$ cat src/rtl/opmc_pkg.sv
`default_nettype none

package opmc_pkg;

  // ----------------------------------------------------------------
  // register map (APB byte addresses)
  // ----------------------------------------------------------------
  localparam int APB_AW = 8;
  localparam logic [7:0] REG_CTRL = 8'h00;
  localparam logic [7:0] REG_STATUS = 8'h04;
  localparam logic [7:0] REG_TRIM = 8'h08;

  localparam int CTRL_HIB_BIT = 0;
  localparam int CTRL_LSO_BIT = 1;
  localparam int CTRL_STOP_BIT = 2;
  localparam logic CTRL_HIB_RST = 1'h0;
  localparam logic CTRL_LSO_RST = 1'h0;

  localparam int ST_OP_LSB = 0;
  localparam int ST_PWR_LSB = 4;
  localparam int ST_CAUSE_LSB = 8;
  localparam int ST_LPOK_BIT = 12;
  localparam int ST_ACQ_BIT = 13;
  localparam int ST_PEND_BIT = 14;

  localparam logic [31:0] TRIM_RST = 32'h0000_0000;
  localparam logic [1:0] PROT_OPEN = 2'h0;

  // ----------------------------------------------------------------
  // timing
  // ----------------------------------------------------------------
  localparam int CLK_PERIOD_PS = 5000;
  localparam int ACQ_WIN_NS = 400;
  localparam int ACQ_WIN_CYC = (ACQ_WIN_NS * 1000 + CLK_PERIOD_PS - 1) / CLK_PERIOD_PS;
  localparam int WIN_W = 12;

  // ----------------------------------------------------------------
  // types
  // ----------------------------------------------------------------
  typedef enum logic [1:0] {
    OPM_BOOT = 2'h0,
    OPM_USER = 2'h1,
    OPM_PRIV = 2'h3,
    OPM_DEBUG = 2'h2
  } opmc_op_e;

  typedef enum logic [2:0] {
    PWR_ACTIVE = 3'h0,
    PWR_SLEEP = 3'h1,
    PWR_DEEP = 3'h3,
    PWR_HIB = 3'h2,
    PWR_STOP = 3'h6
  } opmc_pwr_e;

  typedef enum logic [1:0] {
    CAUSE_NONE = 2'h0,
    CAUSE_IRQ = 2'h1,
    CAUSE_RESET = 2'h2
  } opmc_cause_e;

  typedef struct packed {
    logic pin_irq;
    logic lpcomp;
    logic serial;
    logic wdt_irq;
    logic wdt_rst;
    logic wakeup_pin;
  } opmc_wake_s;

  typedef struct packed {
    logic cpu_clk_en;
    logic hf_clk_en;
    logic sys_clk_en;
    logic lso_en;
    logic async_en;
    logic lpcomp_en;
    logic sup_on;
    logic ret_cpu;
    logic ret_sram;
    logic ret_pdb;
    logic ret_hs;
    logic gpio_freeze;
  } opmc_gate_s;

endpackage

`default_nettype wire

$ cat src/rtl/opmc_top.sv
// Functional notes
// after reset go to boot, or to debug if an acquire arrived in reset
// interrupts stay disabled throughout boot mode
// boot loads trim settings from flash before normal operation
// boot completion switches to user mode with flash fetch
// user mode blocks instruction fetch from the supervisory ROM
// privileged only via system call; leaving it returns to user
// no debugger access or observation while privileged
// debugger must connect within the acquire window during reset
// debug entry only when protection is in open mode
// five power modes: Active, Sleep, Deep-Sleep, Hibernate, Stop
// wakeup from Hibernate or Stop resets CPU and peripherals
// Sleep stops CPU clock only; any enabled interrupt wakes
// Deep-Sleep retains CPU, SRAM, digital blocks, high-speed logic
// Deep-Sleep gates high-frequency and system clocks
// Deep-Sleep may keep the low-speed oscillator running
// clockless and interface-clocked peripherals run in Deep-Sleep
// low-speed, async or analog interrupts wake Deep-Sleep as interrupt
// Hibernate keeps SRAM and blocks; pin or comparator wake by reset
// Stop keeps only GPIO state; wakeup pin wakes by reset
// external reset or brownout returns to Active from any mode
// wait-for-irq picks Sleep, Deep-Sleep or Hibernate from selects
// low-power request before regulators ready goes via Sleep
// one power mode and one operational mode, reset to boot/Active
// wake cause tells interrupt wakeups from reset wakeups
//
// Register access over APB and the placing of the registers are this design's own decisions.
`timescale 1ns/1ps
`default_nettype none

module opmc_top
  import opmc_pkg::*;
#(
  parameter int ACQ_CYC = ACQ_WIN_CYC,
  parameter logic [1:0] PROT_OPEN_CODE = PROT_OPEN
) (
  // clock and reset
  input wire logic REF_CLK,
  input wire logic RST,
  // apb slave
  input wire logic PSEL,
  input wire logic PENABLE,
  input wire logic PWRITE,
  input wire logic [APB_AW-1:0] PADDR,
  input wire logic [31:0] PWDATA,
  output logic [31:0] PRDATA,
  output logic PREADY,
  output logic PSLVERR,
  // cpu
  input wire logic WAIT_FOR_IRQ_INSTRUCTION,
  input wire logic DEEP_SLEEP_SELECT,
  input wire logic SYSCALL_ENTER,
  input wire logic SYSCALL_EXIT,
  input wire logic IRQ_PENDING,
  output logic IRQ_ENABLE,
  output logic FLASH_FETCH_EN,
  output logic SUPERVISORY_ROM_FETCH_EN,
  // debugger and protection
  input wire logic SWD_ACQUIRE,
  input wire logic [1:0] PROT_MODE,
  output logic DEBUG_ACCESS_EN,
  // trim load from flash
  output logic TRIM_REQ,
  input wire logic TRIM_ACK,
  input wire logic [31:0] TRIM_DATA,
  output logic [31:0] TRIM_VALUE,
  // wakeup and reset sources
  input wire opmc_wake_s WAKE_SRC,
  input wire logic EXTERNAL_RESET_PIN,
  input wire logic BROWNOUT,
  input wire logic LOWPOWER_REGULATORS_OK,
  // mode, gating and reset outputs
  output opmc_op_e OP_MODE,
  output opmc_pwr_e POWER_MODE,
  output opmc_gate_s GATE,
  output opmc_cause_e WAKE_CAUSE,
  output logic SYS_RESET,
  output logic KEEP_IRQ_STATE
);

  // ----------------------------------------------------------------
  // state
  // ----------------------------------------------------------------
  opmc_op_e op_ff;
  opmc_pwr_e pwr_ff;
  opmc_cause_e cause_ff;
  logic [WIN_W-1:0] win_cnt_ff;
  logic acq_ff;
  logic trim_done_ff;
  logic trim_req_ff;
  logic [31:0] trim_ff;
  logic pend_ff;
  logic pend_hib_ff;
  logic hib_sel_ff;
  logic lso_keep_ff;
  logic sys_rst_ff;
  logic keep_irq_ff;
  logic [31:0] prdata_ff;

  logic wr_en;
  logic stop_wr;
  logic cause_clr;
  logic wake_rst;
  logic hib_wake;
  logic sys_rst_req;
  logic irq_wake;
  logic win_open;

  function automatic logic addr_hit(logic [APB_AW-1:0] a);
    addr_hit = (a == REG_CTRL) || (a == REG_STATUS) || (a == REG_TRIM);
  endfunction

  function automatic opmc_gate_s pwr_gate(opmc_pwr_e m, logic lso_keep);
    opmc_gate_s g;
    g = '0;
    unique case (m)
      PWR_ACTIVE: begin
        g.cpu_clk_en = 1'b1;
        g.hf_clk_en = 1'b1;
        g.sys_clk_en = 1'b1;
        g.lso_en = 1'b1;
        g.async_en = 1'b1;
        g.lpcomp_en = 1'b1;
        g.sup_on = 1'b1;
      end
      PWR_SLEEP: begin
        // peripherals see exactly what they see in Active
        g.hf_clk_en = 1'b1;
        g.sys_clk_en = 1'b1;
        g.lso_en = 1'b1;
        g.async_en = 1'b1;
        g.lpcomp_en = 1'b1;
        g.sup_on = 1'b1;
        g.ret_cpu = 1'b1;
        g.ret_sram = 1'b1;
      end
      PWR_DEEP: begin
        g.lso_en = lso_keep;
        g.async_en = 1'b1;
        g.lpcomp_en = 1'b1;
        g.ret_cpu = 1'b1;
        g.ret_sram = 1'b1;
        g.ret_pdb = 1'b1;
        g.ret_hs = 1'b1;
      end
      PWR_HIB: begin
        g.lpcomp_en = 1'b1;
        g.ret_sram = 1'b1;
        g.ret_pdb = 1'b1;
        g.gpio_freeze = 1'b1;
      end
      PWR_STOP: begin
        g.gpio_freeze = 1'b1;
      end
      default: g = '0;
    endcase
    return g;
  endfunction

  // ----------------------------------------------------------------
  // apb slave: zero wait states, read data captured in setup
  // ----------------------------------------------------------------
  assign PREADY = 1'b1;
  assign PSLVERR = PSEL && PENABLE && !addr_hit(PADDR);
  assign wr_en = PSEL && PENABLE && PWRITE && addr_hit(PADDR);
  assign stop_wr = wr_en && (PADDR == REG_CTRL) && PWDATA[CTRL_STOP_BIT];
  assign cause_clr = wr_en && (PADDR == REG_STATUS) && (PWDATA[ST_CAUSE_LSB+:2] != 2'h0);
  assign PRDATA = prdata_ff;

  always_ff @(posedge REF_CLK or posedge RST) begin
    if (RST) begin
      prdata_ff <= '0;
    end else if (PSEL && !PENABLE) begin
      prdata_ff <= '0;
      unique case (PADDR)
        REG_CTRL: begin
          prdata_ff[CTRL_HIB_BIT] <= hib_sel_ff;
          prdata_ff[CTRL_LSO_BIT] <= lso_keep_ff;
        end
        REG_STATUS: begin
          prdata_ff[ST_OP_LSB+:2] <= op_ff;
          prdata_ff[ST_PWR_LSB+:3] <= pwr_ff;
          prdata_ff[ST_CAUSE_LSB+:2] <= cause_ff;
          prdata_ff[ST_LPOK_BIT] <= LOWPOWER_REGULATORS_OK;
          prdata_ff[ST_ACQ_BIT] <= acq_ff;
          prdata_ff[ST_PEND_BIT] <= pend_ff;
        end
        REG_TRIM: prdata_ff <= trim_ff;
        default: prdata_ff <= '0;
      endcase
    end
  end

  always_ff @(posedge REF_CLK or posedge RST) begin
    if (RST) begin
      hib_sel_ff <= CTRL_HIB_RST;
      lso_keep_ff <= CTRL_LSO_RST;
    end else if (wr_en && (PADDR == REG_CTRL)) begin
      hib_sel_ff <= PWDATA[CTRL_HIB_BIT];
      lso_keep_ff <= PWDATA[CTRL_LSO_BIT];
    end
  end

  // ----------------------------------------------------------------
  // reset and wakeup sources
  // ----------------------------------------------------------------
  assign hib_wake = (pwr_ff == PWR_HIB) && (WAKE_SRC.pin_irq || WAKE_SRC.lpcomp);
  assign wake_rst = hib_wake
                  || ((pwr_ff == PWR_STOP) && WAKE_SRC.wakeup_pin)
                  || ((pwr_ff == PWR_DEEP) && WAKE_SRC.wdt_rst);
  assign sys_rst_req = EXTERNAL_RESET_PIN || BROWNOUT || wake_rst;
  assign irq_wake = ((pwr_ff == PWR_SLEEP) && IRQ_PENDING)
                  || ((pwr_ff == PWR_DEEP) && (WAKE_SRC.pin_irq || WAKE_SRC.lpcomp
                     || WAKE_SRC.serial || WAKE_SRC.wdt_irq));

  // reset pulse to CPU and peripherals; held while EXTERNAL_RESET_PIN or BROWNOUT is held, one cycle for a wake reset
  always_ff @(posedge REF_CLK or posedge RST) begin
    if (RST) begin
      sys_rst_ff <= 1'b0;
      keep_irq_ff <= 1'b0;
    end else begin
      sys_rst_ff <= sys_rst_req;
      keep_irq_ff <= hib_wake && !EXTERNAL_RESET_PIN && !BROWNOUT;
    end
  end

  // ----------------------------------------------------------------
  // debug acquire window, opened by every reset
  // ----------------------------------------------------------------
  assign win_open = (win_cnt_ff != '0);

  always_ff @(posedge REF_CLK or posedge RST) begin
    if (RST) begin
      win_cnt_ff <= WIN_W'(ACQ_CYC);
      acq_ff <= 1'b0;
    end else if (sys_rst_req) begin
      win_cnt_ff <= WIN_W'(ACQ_CYC);
      acq_ff <= 1'b0;
    end else begin
      if (win_open) begin
        win_cnt_ff <= win_cnt_ff - WIN_W'(1);
      end
      // a locked part ignores the acquire, so the debugger is refused
      if (win_open && SWD_ACQUIRE && (PROT_MODE == PROT_OPEN_CODE)) begin
        acq_ff <= 1'b1;
      end
    end
  end

  // ----------------------------------------------------------------
  // boot trim load
  // ----------------------------------------------------------------
  always_ff @(posedge REF_CLK or posedge RST) begin
    if (RST) begin
      trim_req_ff <= 1'b0;
      trim_done_ff <= 1'b0;
      trim_ff <= TRIM_RST;
    end else if (sys_rst_req) begin
      trim_req_ff <= 1'b0;
      trim_done_ff <= 1'b0;
    end else if (trim_req_ff) begin
      if (TRIM_ACK) begin
        trim_ff <= TRIM_DATA;
        trim_done_ff <= 1'b1;
        trim_req_ff <= 1'b0;
      end
    end else if (op_ff == OPM_BOOT && !win_open && !acq_ff && !trim_done_ff) begin
      trim_req_ff <= 1'b1;
    end
  end

  assign TRIM_REQ = trim_req_ff;
  assign TRIM_VALUE = trim_ff;

  // ----------------------------------------------------------------
  // operational mode
  // ----------------------------------------------------------------
  always_ff @(posedge REF_CLK or posedge RST) begin
    if (RST) begin
      op_ff <= OPM_BOOT;
    end else if (sys_rst_req) begin
      op_ff <= OPM_BOOT;
    end else begin
      unique case (op_ff)
        OPM_BOOT: begin
          if (!win_open && acq_ff) begin
            op_ff <= OPM_DEBUG;
          end else if (trim_done_ff) begin
            op_ff <= OPM_USER;
          end
        end
        OPM_USER: begin
          if (SYSCALL_ENTER) begin
            op_ff <= OPM_PRIV;
          end
        end
        OPM_PRIV: begin
          if (SYSCALL_EXIT) begin
            op_ff <= OPM_USER;
          end
        end
        OPM_DEBUG: op_ff <= OPM_DEBUG;
      endcase
    end
  end

  // pure decodes of the mode flop, so they switch on the same edge
  assign IRQ_ENABLE = (op_ff != OPM_BOOT);
  assign FLASH_FETCH_EN = (op_ff == OPM_USER) || (op_ff == OPM_DEBUG);
  assign SUPERVISORY_ROM_FETCH_EN = (op_ff == OPM_BOOT) || (op_ff == OPM_PRIV);
  assign DEBUG_ACCESS_EN = (op_ff == OPM_DEBUG);
  assign OP_MODE = op_ff;

  // ----------------------------------------------------------------
  // power mode
  // ----------------------------------------------------------------
  always_ff @(posedge REF_CLK or posedge RST) begin
    if (RST) begin
      pwr_ff <= PWR_ACTIVE;
      pend_ff <= 1'b0;
      pend_hib_ff <= 1'b0;
    end else if (sys_rst_req) begin
      pwr_ff <= PWR_ACTIVE;
      pend_ff <= 1'b0;
    end else begin
      unique case (pwr_ff)
        PWR_ACTIVE: begin
          if (stop_wr) begin
            pwr_ff <= PWR_STOP;
          end else if (WAIT_FOR_IRQ_INSTRUCTION) begin
            if (!DEEP_SLEEP_SELECT) begin
              pwr_ff <= PWR_SLEEP;
            end else if (LOWPOWER_REGULATORS_OK) begin
              pwr_ff <= hib_sel_ff ? PWR_HIB : PWR_DEEP;
            end else begin
              pwr_ff <= PWR_SLEEP;
              pend_ff <= 1'b1;
              pend_hib_ff <= hib_sel_ff;
            end
          end
        end
        PWR_SLEEP: begin
          if (IRQ_PENDING) begin
            pwr_ff <= PWR_ACTIVE;
            pend_ff <= 1'b0;
          end else if (pend_ff && LOWPOWER_REGULATORS_OK) begin
            pwr_ff <= pend_hib_ff ? PWR_HIB : PWR_DEEP;
            pend_ff <= 1'b0;
          end
        end
        PWR_DEEP: begin
          if (irq_wake) begin
            pwr_ff <= PWR_ACTIVE;
          end
        end
        // Hibernate and Stop only leave through a reset
        PWR_HIB: pwr_ff <= PWR_HIB;
        PWR_STOP: pwr_ff <= PWR_STOP;
        default: pwr_ff <= PWR_ACTIVE;
      endcase
    end
  end

  assign POWER_MODE = pwr_ff;
  assign GATE = pwr_gate(pwr_ff, lso_keep_ff);

  // ----------------------------------------------------------------
  // wake cause; a new cause wins over a software clear
  // ----------------------------------------------------------------
  always_ff @(posedge REF_CLK or posedge RST) begin
    if (RST) begin
      cause_ff <= CAUSE_NONE;
    end else if (EXTERNAL_RESET_PIN) begin
      // full restart: the cause is deliberately lost
      cause_ff <= CAUSE_NONE;
    end else if (BROWNOUT || wake_rst) begin
      cause_ff <= CAUSE_RESET;
    end else if (irq_wake) begin
      cause_ff <= CAUSE_IRQ;
    end else if (cause_clr) begin
      cause_ff <= CAUSE_NONE;
    end
  end

  assign WAKE_CAUSE = cause_ff;
  assign SYS_RESET = sys_rst_ff;
  assign KEEP_IRQ_STATE = keep_irq_ff;
endmodule

`default_nettype wire

$ cat config.mk
export PLATFORM = sky130hd
export DESIGN_NAME = opmc_top
export DESIGN_NICKNAME = d
export VERILOG_FILES = /design/src/rtl/opmc_pkg.sv /design/src/rtl/opmc_top.sv
export SDC_FILE = /design/constraint.sdc
export NUM_CORES = 1
export LEC_CHECK = 0
export ABC_AREA = 0
export BUFFER_PORTS_ARGS = -buffer_cell sky130_fd_sc_hd__buf_2
export CORE_ASPECT_RATIO = 1.4
export CORE_MARGIN = 5
export CORE_UTILIZATION = 45
export DETAILED_ROUTE_END_ITERATION = 12
export PLACE_DENSITY = 0.77
export SLEW_MARGIN = 20
export SYNTH_ARGS = -nofsm -noshare
export SYNTH_HDL_FRONTEND = slang
export SYNTH_SLANG_ARGS = --single-unit
$ cat constraint.sdc
create_clock -name REF_CLK -period 5.26 [get_ports REF_CLK]
set_clock_uncertainty 0.1 [all_clocks]
set_input_delay 0.526 -clock REF_CLK [delete_from_list [all_inputs] [get_ports REF_CLK]]
set_output_delay 0.526 -clock REF_CLK [all_outputs]
set_load 0.1 [all_outputs]
==> flow_summary.toml <==
[outcome]
status = "complete, no violations"

[pwr]
power_switching_uw = 485
combPwrFrac = 0.142
seq_power_share = 0.424
powerDensity_mw_per_mm2 = 317
p_sw_frac = 0.278
leakage_uw = 0.00299
power_frac_clock = 0.434
p_int_uw = 1260
peakVddDrop_mv = 0.257

[synthesis]
ys_async_sr_fraction = 1.00
ys_ff_latch = 92
syn-num-nets = 509
yosysSeqAreaShare = 0.537
synth.top_cell.area_share = 0.525
synthCells = 408
synth_area_leader_cell = "dfrtp_1"
synth-edff-count = 0
yosys_warnings = 0
synth_ff_type = "dfrtp_1"
synth.distinct_cells = 53
netlist_area_sq_mm = 0.00429
synth.area.top_cells = "dfrtp_1 52%, mux2_1 9.2%, nand2_1 4.7%, nor2_1 3.3%, nand3_1 3.0%"
avgSynthCellArea_sq_um = 10.5

[cts]
clk_latency_ps = 340
cts.path.max_buffers = 2
cts_root_buf = "clkbuf_16"
tritoncts.num_buffers = 9
cts_tree = "yes"
clk_pin_slew_ps = 70
clkSinkCount = 92
htreeDepth = 3
cts_hold_buf = 0
cts_resized = 0
post_cts_buffers = 0

[route]
antenna_left = 0
avgViaCountPerCell = 5.55
wirelength_mm = 11.5
drt_iter0_markers = 148
drt-wirelength-per-cell_um = 17.1
drcViolationCount = 0
vias = 3743
first_pass_iters = 5

[die]
die_w_um = 92.5
rows = 42
die_h_um = 126
die_area_sq_mm = 0.0116
start_util = 0.456
pin_count = 187
core_area_sq_mm = 0.00941

[sta]
slew_headroom = 0.423
final.setup.worst_slack_ps = 2480
rsz0062_at_grt = "no"
finalHoldViolations = 0
fin_tns_setup_ps = 0
tightest_slew_ps = 857
fin_crit_ps = 2780
final_max_slew_viol_count = 0
setup_viol = 0
timing.hold.ws_ps = 197
post-route-period-util = 0.529
timing.fmax_ghz = 0.360

[placed_design]
dpl.hpwl_mm = 8.47
place_congestion = 0.859
place_ws_ps = 2480
post_dp_cell_area_sq_mm = 0.00514
numPortBuffers = 158

[critical_path]
startpoint_type = "flip-flop"
arrival_ps = 2910
max_stage_delay_ps = 580
worstPathCellList = "or3_1 -> a32oi_2 -> and4_1 -> buf_4 -> mux2_1"
path_class = "flip-flop to flip-flop"
crit_fanout = 32
cp-end-kind = "flip-flop"
critPathSlowestCell = "dfrtp_1"
rrSetupSlack_ps = 2480
cp.required_ps = 5390

[grt]
grt_max_degree = 50
overflow = 0
antenna_found_initial = 0
grt_pass1_vias = 3759
grt_pass1_wl_mm = 18.8
grt_usage = 0.205

[cells_and_area]
drive_gt1_frac = 0.330
fin_area_sq_mm = 0.00549
antennaDiodeCount = 0
area_growth_pct = 28.1
fin_nets = 660

[flow_run]
maxCapViolCount = 0

[worst_hold_path]
hold_class = "input port to async pin"
==> worst paths after layout <==
kind	startpoint	end	cells past startpoint
min reg2reg	PRDATA[23]	PRDATA[23]	2
max	POWER_MODE[2]	TRIM_VALUE[29]	5
min in group REF_CLK	EXTERNAL_RESET_PIN	WAKE_CAUSE[1]	2
max in group asynchronous	RST	TRIM_VALUE[3]	3
max reg2reg	POWER_MODE[2]	TRIM_VALUE[29]	5
min	RST	hib_sel_ff	2
==> worst max-delay path, delay by kind of cell (launching register included) <==
kind	cells	cell delay [ps]
buffers and inverters	1	390
flip-flops	1	580
AND/OR/NAND/NOR	2	720
AO/OA/AOI/OAI	1	460
multiplexers	1	380
==> registers in the layout, indices dropped and copies added (netlist names), 2 cells and up <==
register / flops
WAKE_CAUSE: 2
POWER_MODE: 3
OP_MODE: 2
win_cnt_ff: 12
TRIM_VALUE: 32
PRDATA: 32
==> logic make-up (layout without fill, tap and decap cells) <==
kind of cell,Yosys count,in the layout,synth area share
AOI/OAI and AO/OA,58,58,0.0948
xor gates and xnor gates,4,4,0.00817
adders and majority gates,6,6,0.0175
buffers and inverters,37,193,0.0405
DFF,92,92,0.537
muxes,38,38,0.0989
other,1,1,0.000874
and+or+nand+nor,172,172,0.202
==> cells in the mapped netlist, drive strengths merged (7+ instances only) <==
library cell / instances
a21oi: 15
a221oi: 8
buf: 7
clkbuf: 16
dfrtp: 90
inv: 13
mux2: 35
nand2: 54
nand2b: 9
nand3: 26
nor2: 38
o21ai: 7
==> cells in the final DEF, fill, tap and decap left out, types with 4 or more instances in the layout <==
| master | Yosys | final |
|---|---|---|
| a21oi_1 | 15 | 15 |
| nor4_1 | 4 | 4 |
| o21ai_0 | 7 | 7 |
| dfrtp_1 | 90 | 90 |
| or4_1 | 4 | 4 |
| nand2b_1 | 9 | 9 |
| nor2b_1 | 5 | 4 |
| nand4_1 | 4 | 4 |
| buf_2 | 1 | 158 |
| and2_1 | 4 | 4 |
| nor2_1 | 38 | 38 |
| clkbuf_16 | 0 | 9 |
| inv_1 | 13 | 12 |
| a31oi_1 | 4 | 4 |
| or3_1 | 5 | 5 |
| mux2_1 | 35 | 35 |
| a221oi_1 | 8 | 8 |
| buf_4 | 3 | 5 |
| o31ai_1 | 6 | 6 |
| nand3_1 | 26 | 26 |
| ha_1 | 6 | 6 |
| nand2_1 | 54 | 54 |
==> per-stage QoR <==
stage | instances | total power, uW | utilization
after global placement | 658 | 996 | 0.546
after floorplan | 408 | 934 | -
after global routing | 674 | 1810 | 0.584
final | 674 | 1740 | 0.584
after CTS | 674 | 1760 | 0.584
after detailed placement | 658 | 1000 | 0.546
==> final cells by class <==
type                            instances  area [sq um]
Multi-Input combinational cell        279          1810
Timing Repair Buffer                  163           828
Inverter                               14          53.8
Clock inverter                          6           116
Sequential cell                        92          2300
Tap cell                              110           138
Fill cell                             817          3910
Clock buffer                           10           239
==> metal layers <==
metal | part of all wire | track usage | vias to the layer above
met5 | 0 | 0 | -
met4 | 0.036 | 0.102 | 0
met3 | 0.087 | 0.0631 | 35
met2 | 0.49 | 0.330 | 166
met1 | 0.39 | 0.247 | 1792
li1 | - | - | 1750
==> power groups by stage <==
stage | Sequential, uW | Clock, uW | Combinational, uW
detailed placement | 752 | 0 | 249
CTS | 739 | 770 | 250
floorplan | 836 | 0 | 98.5
global route | 741 | 802 | 264
global placement | 751 | 0 | 245
finish | 739 | 758 | 247
(Power assumes the default switching activity.)
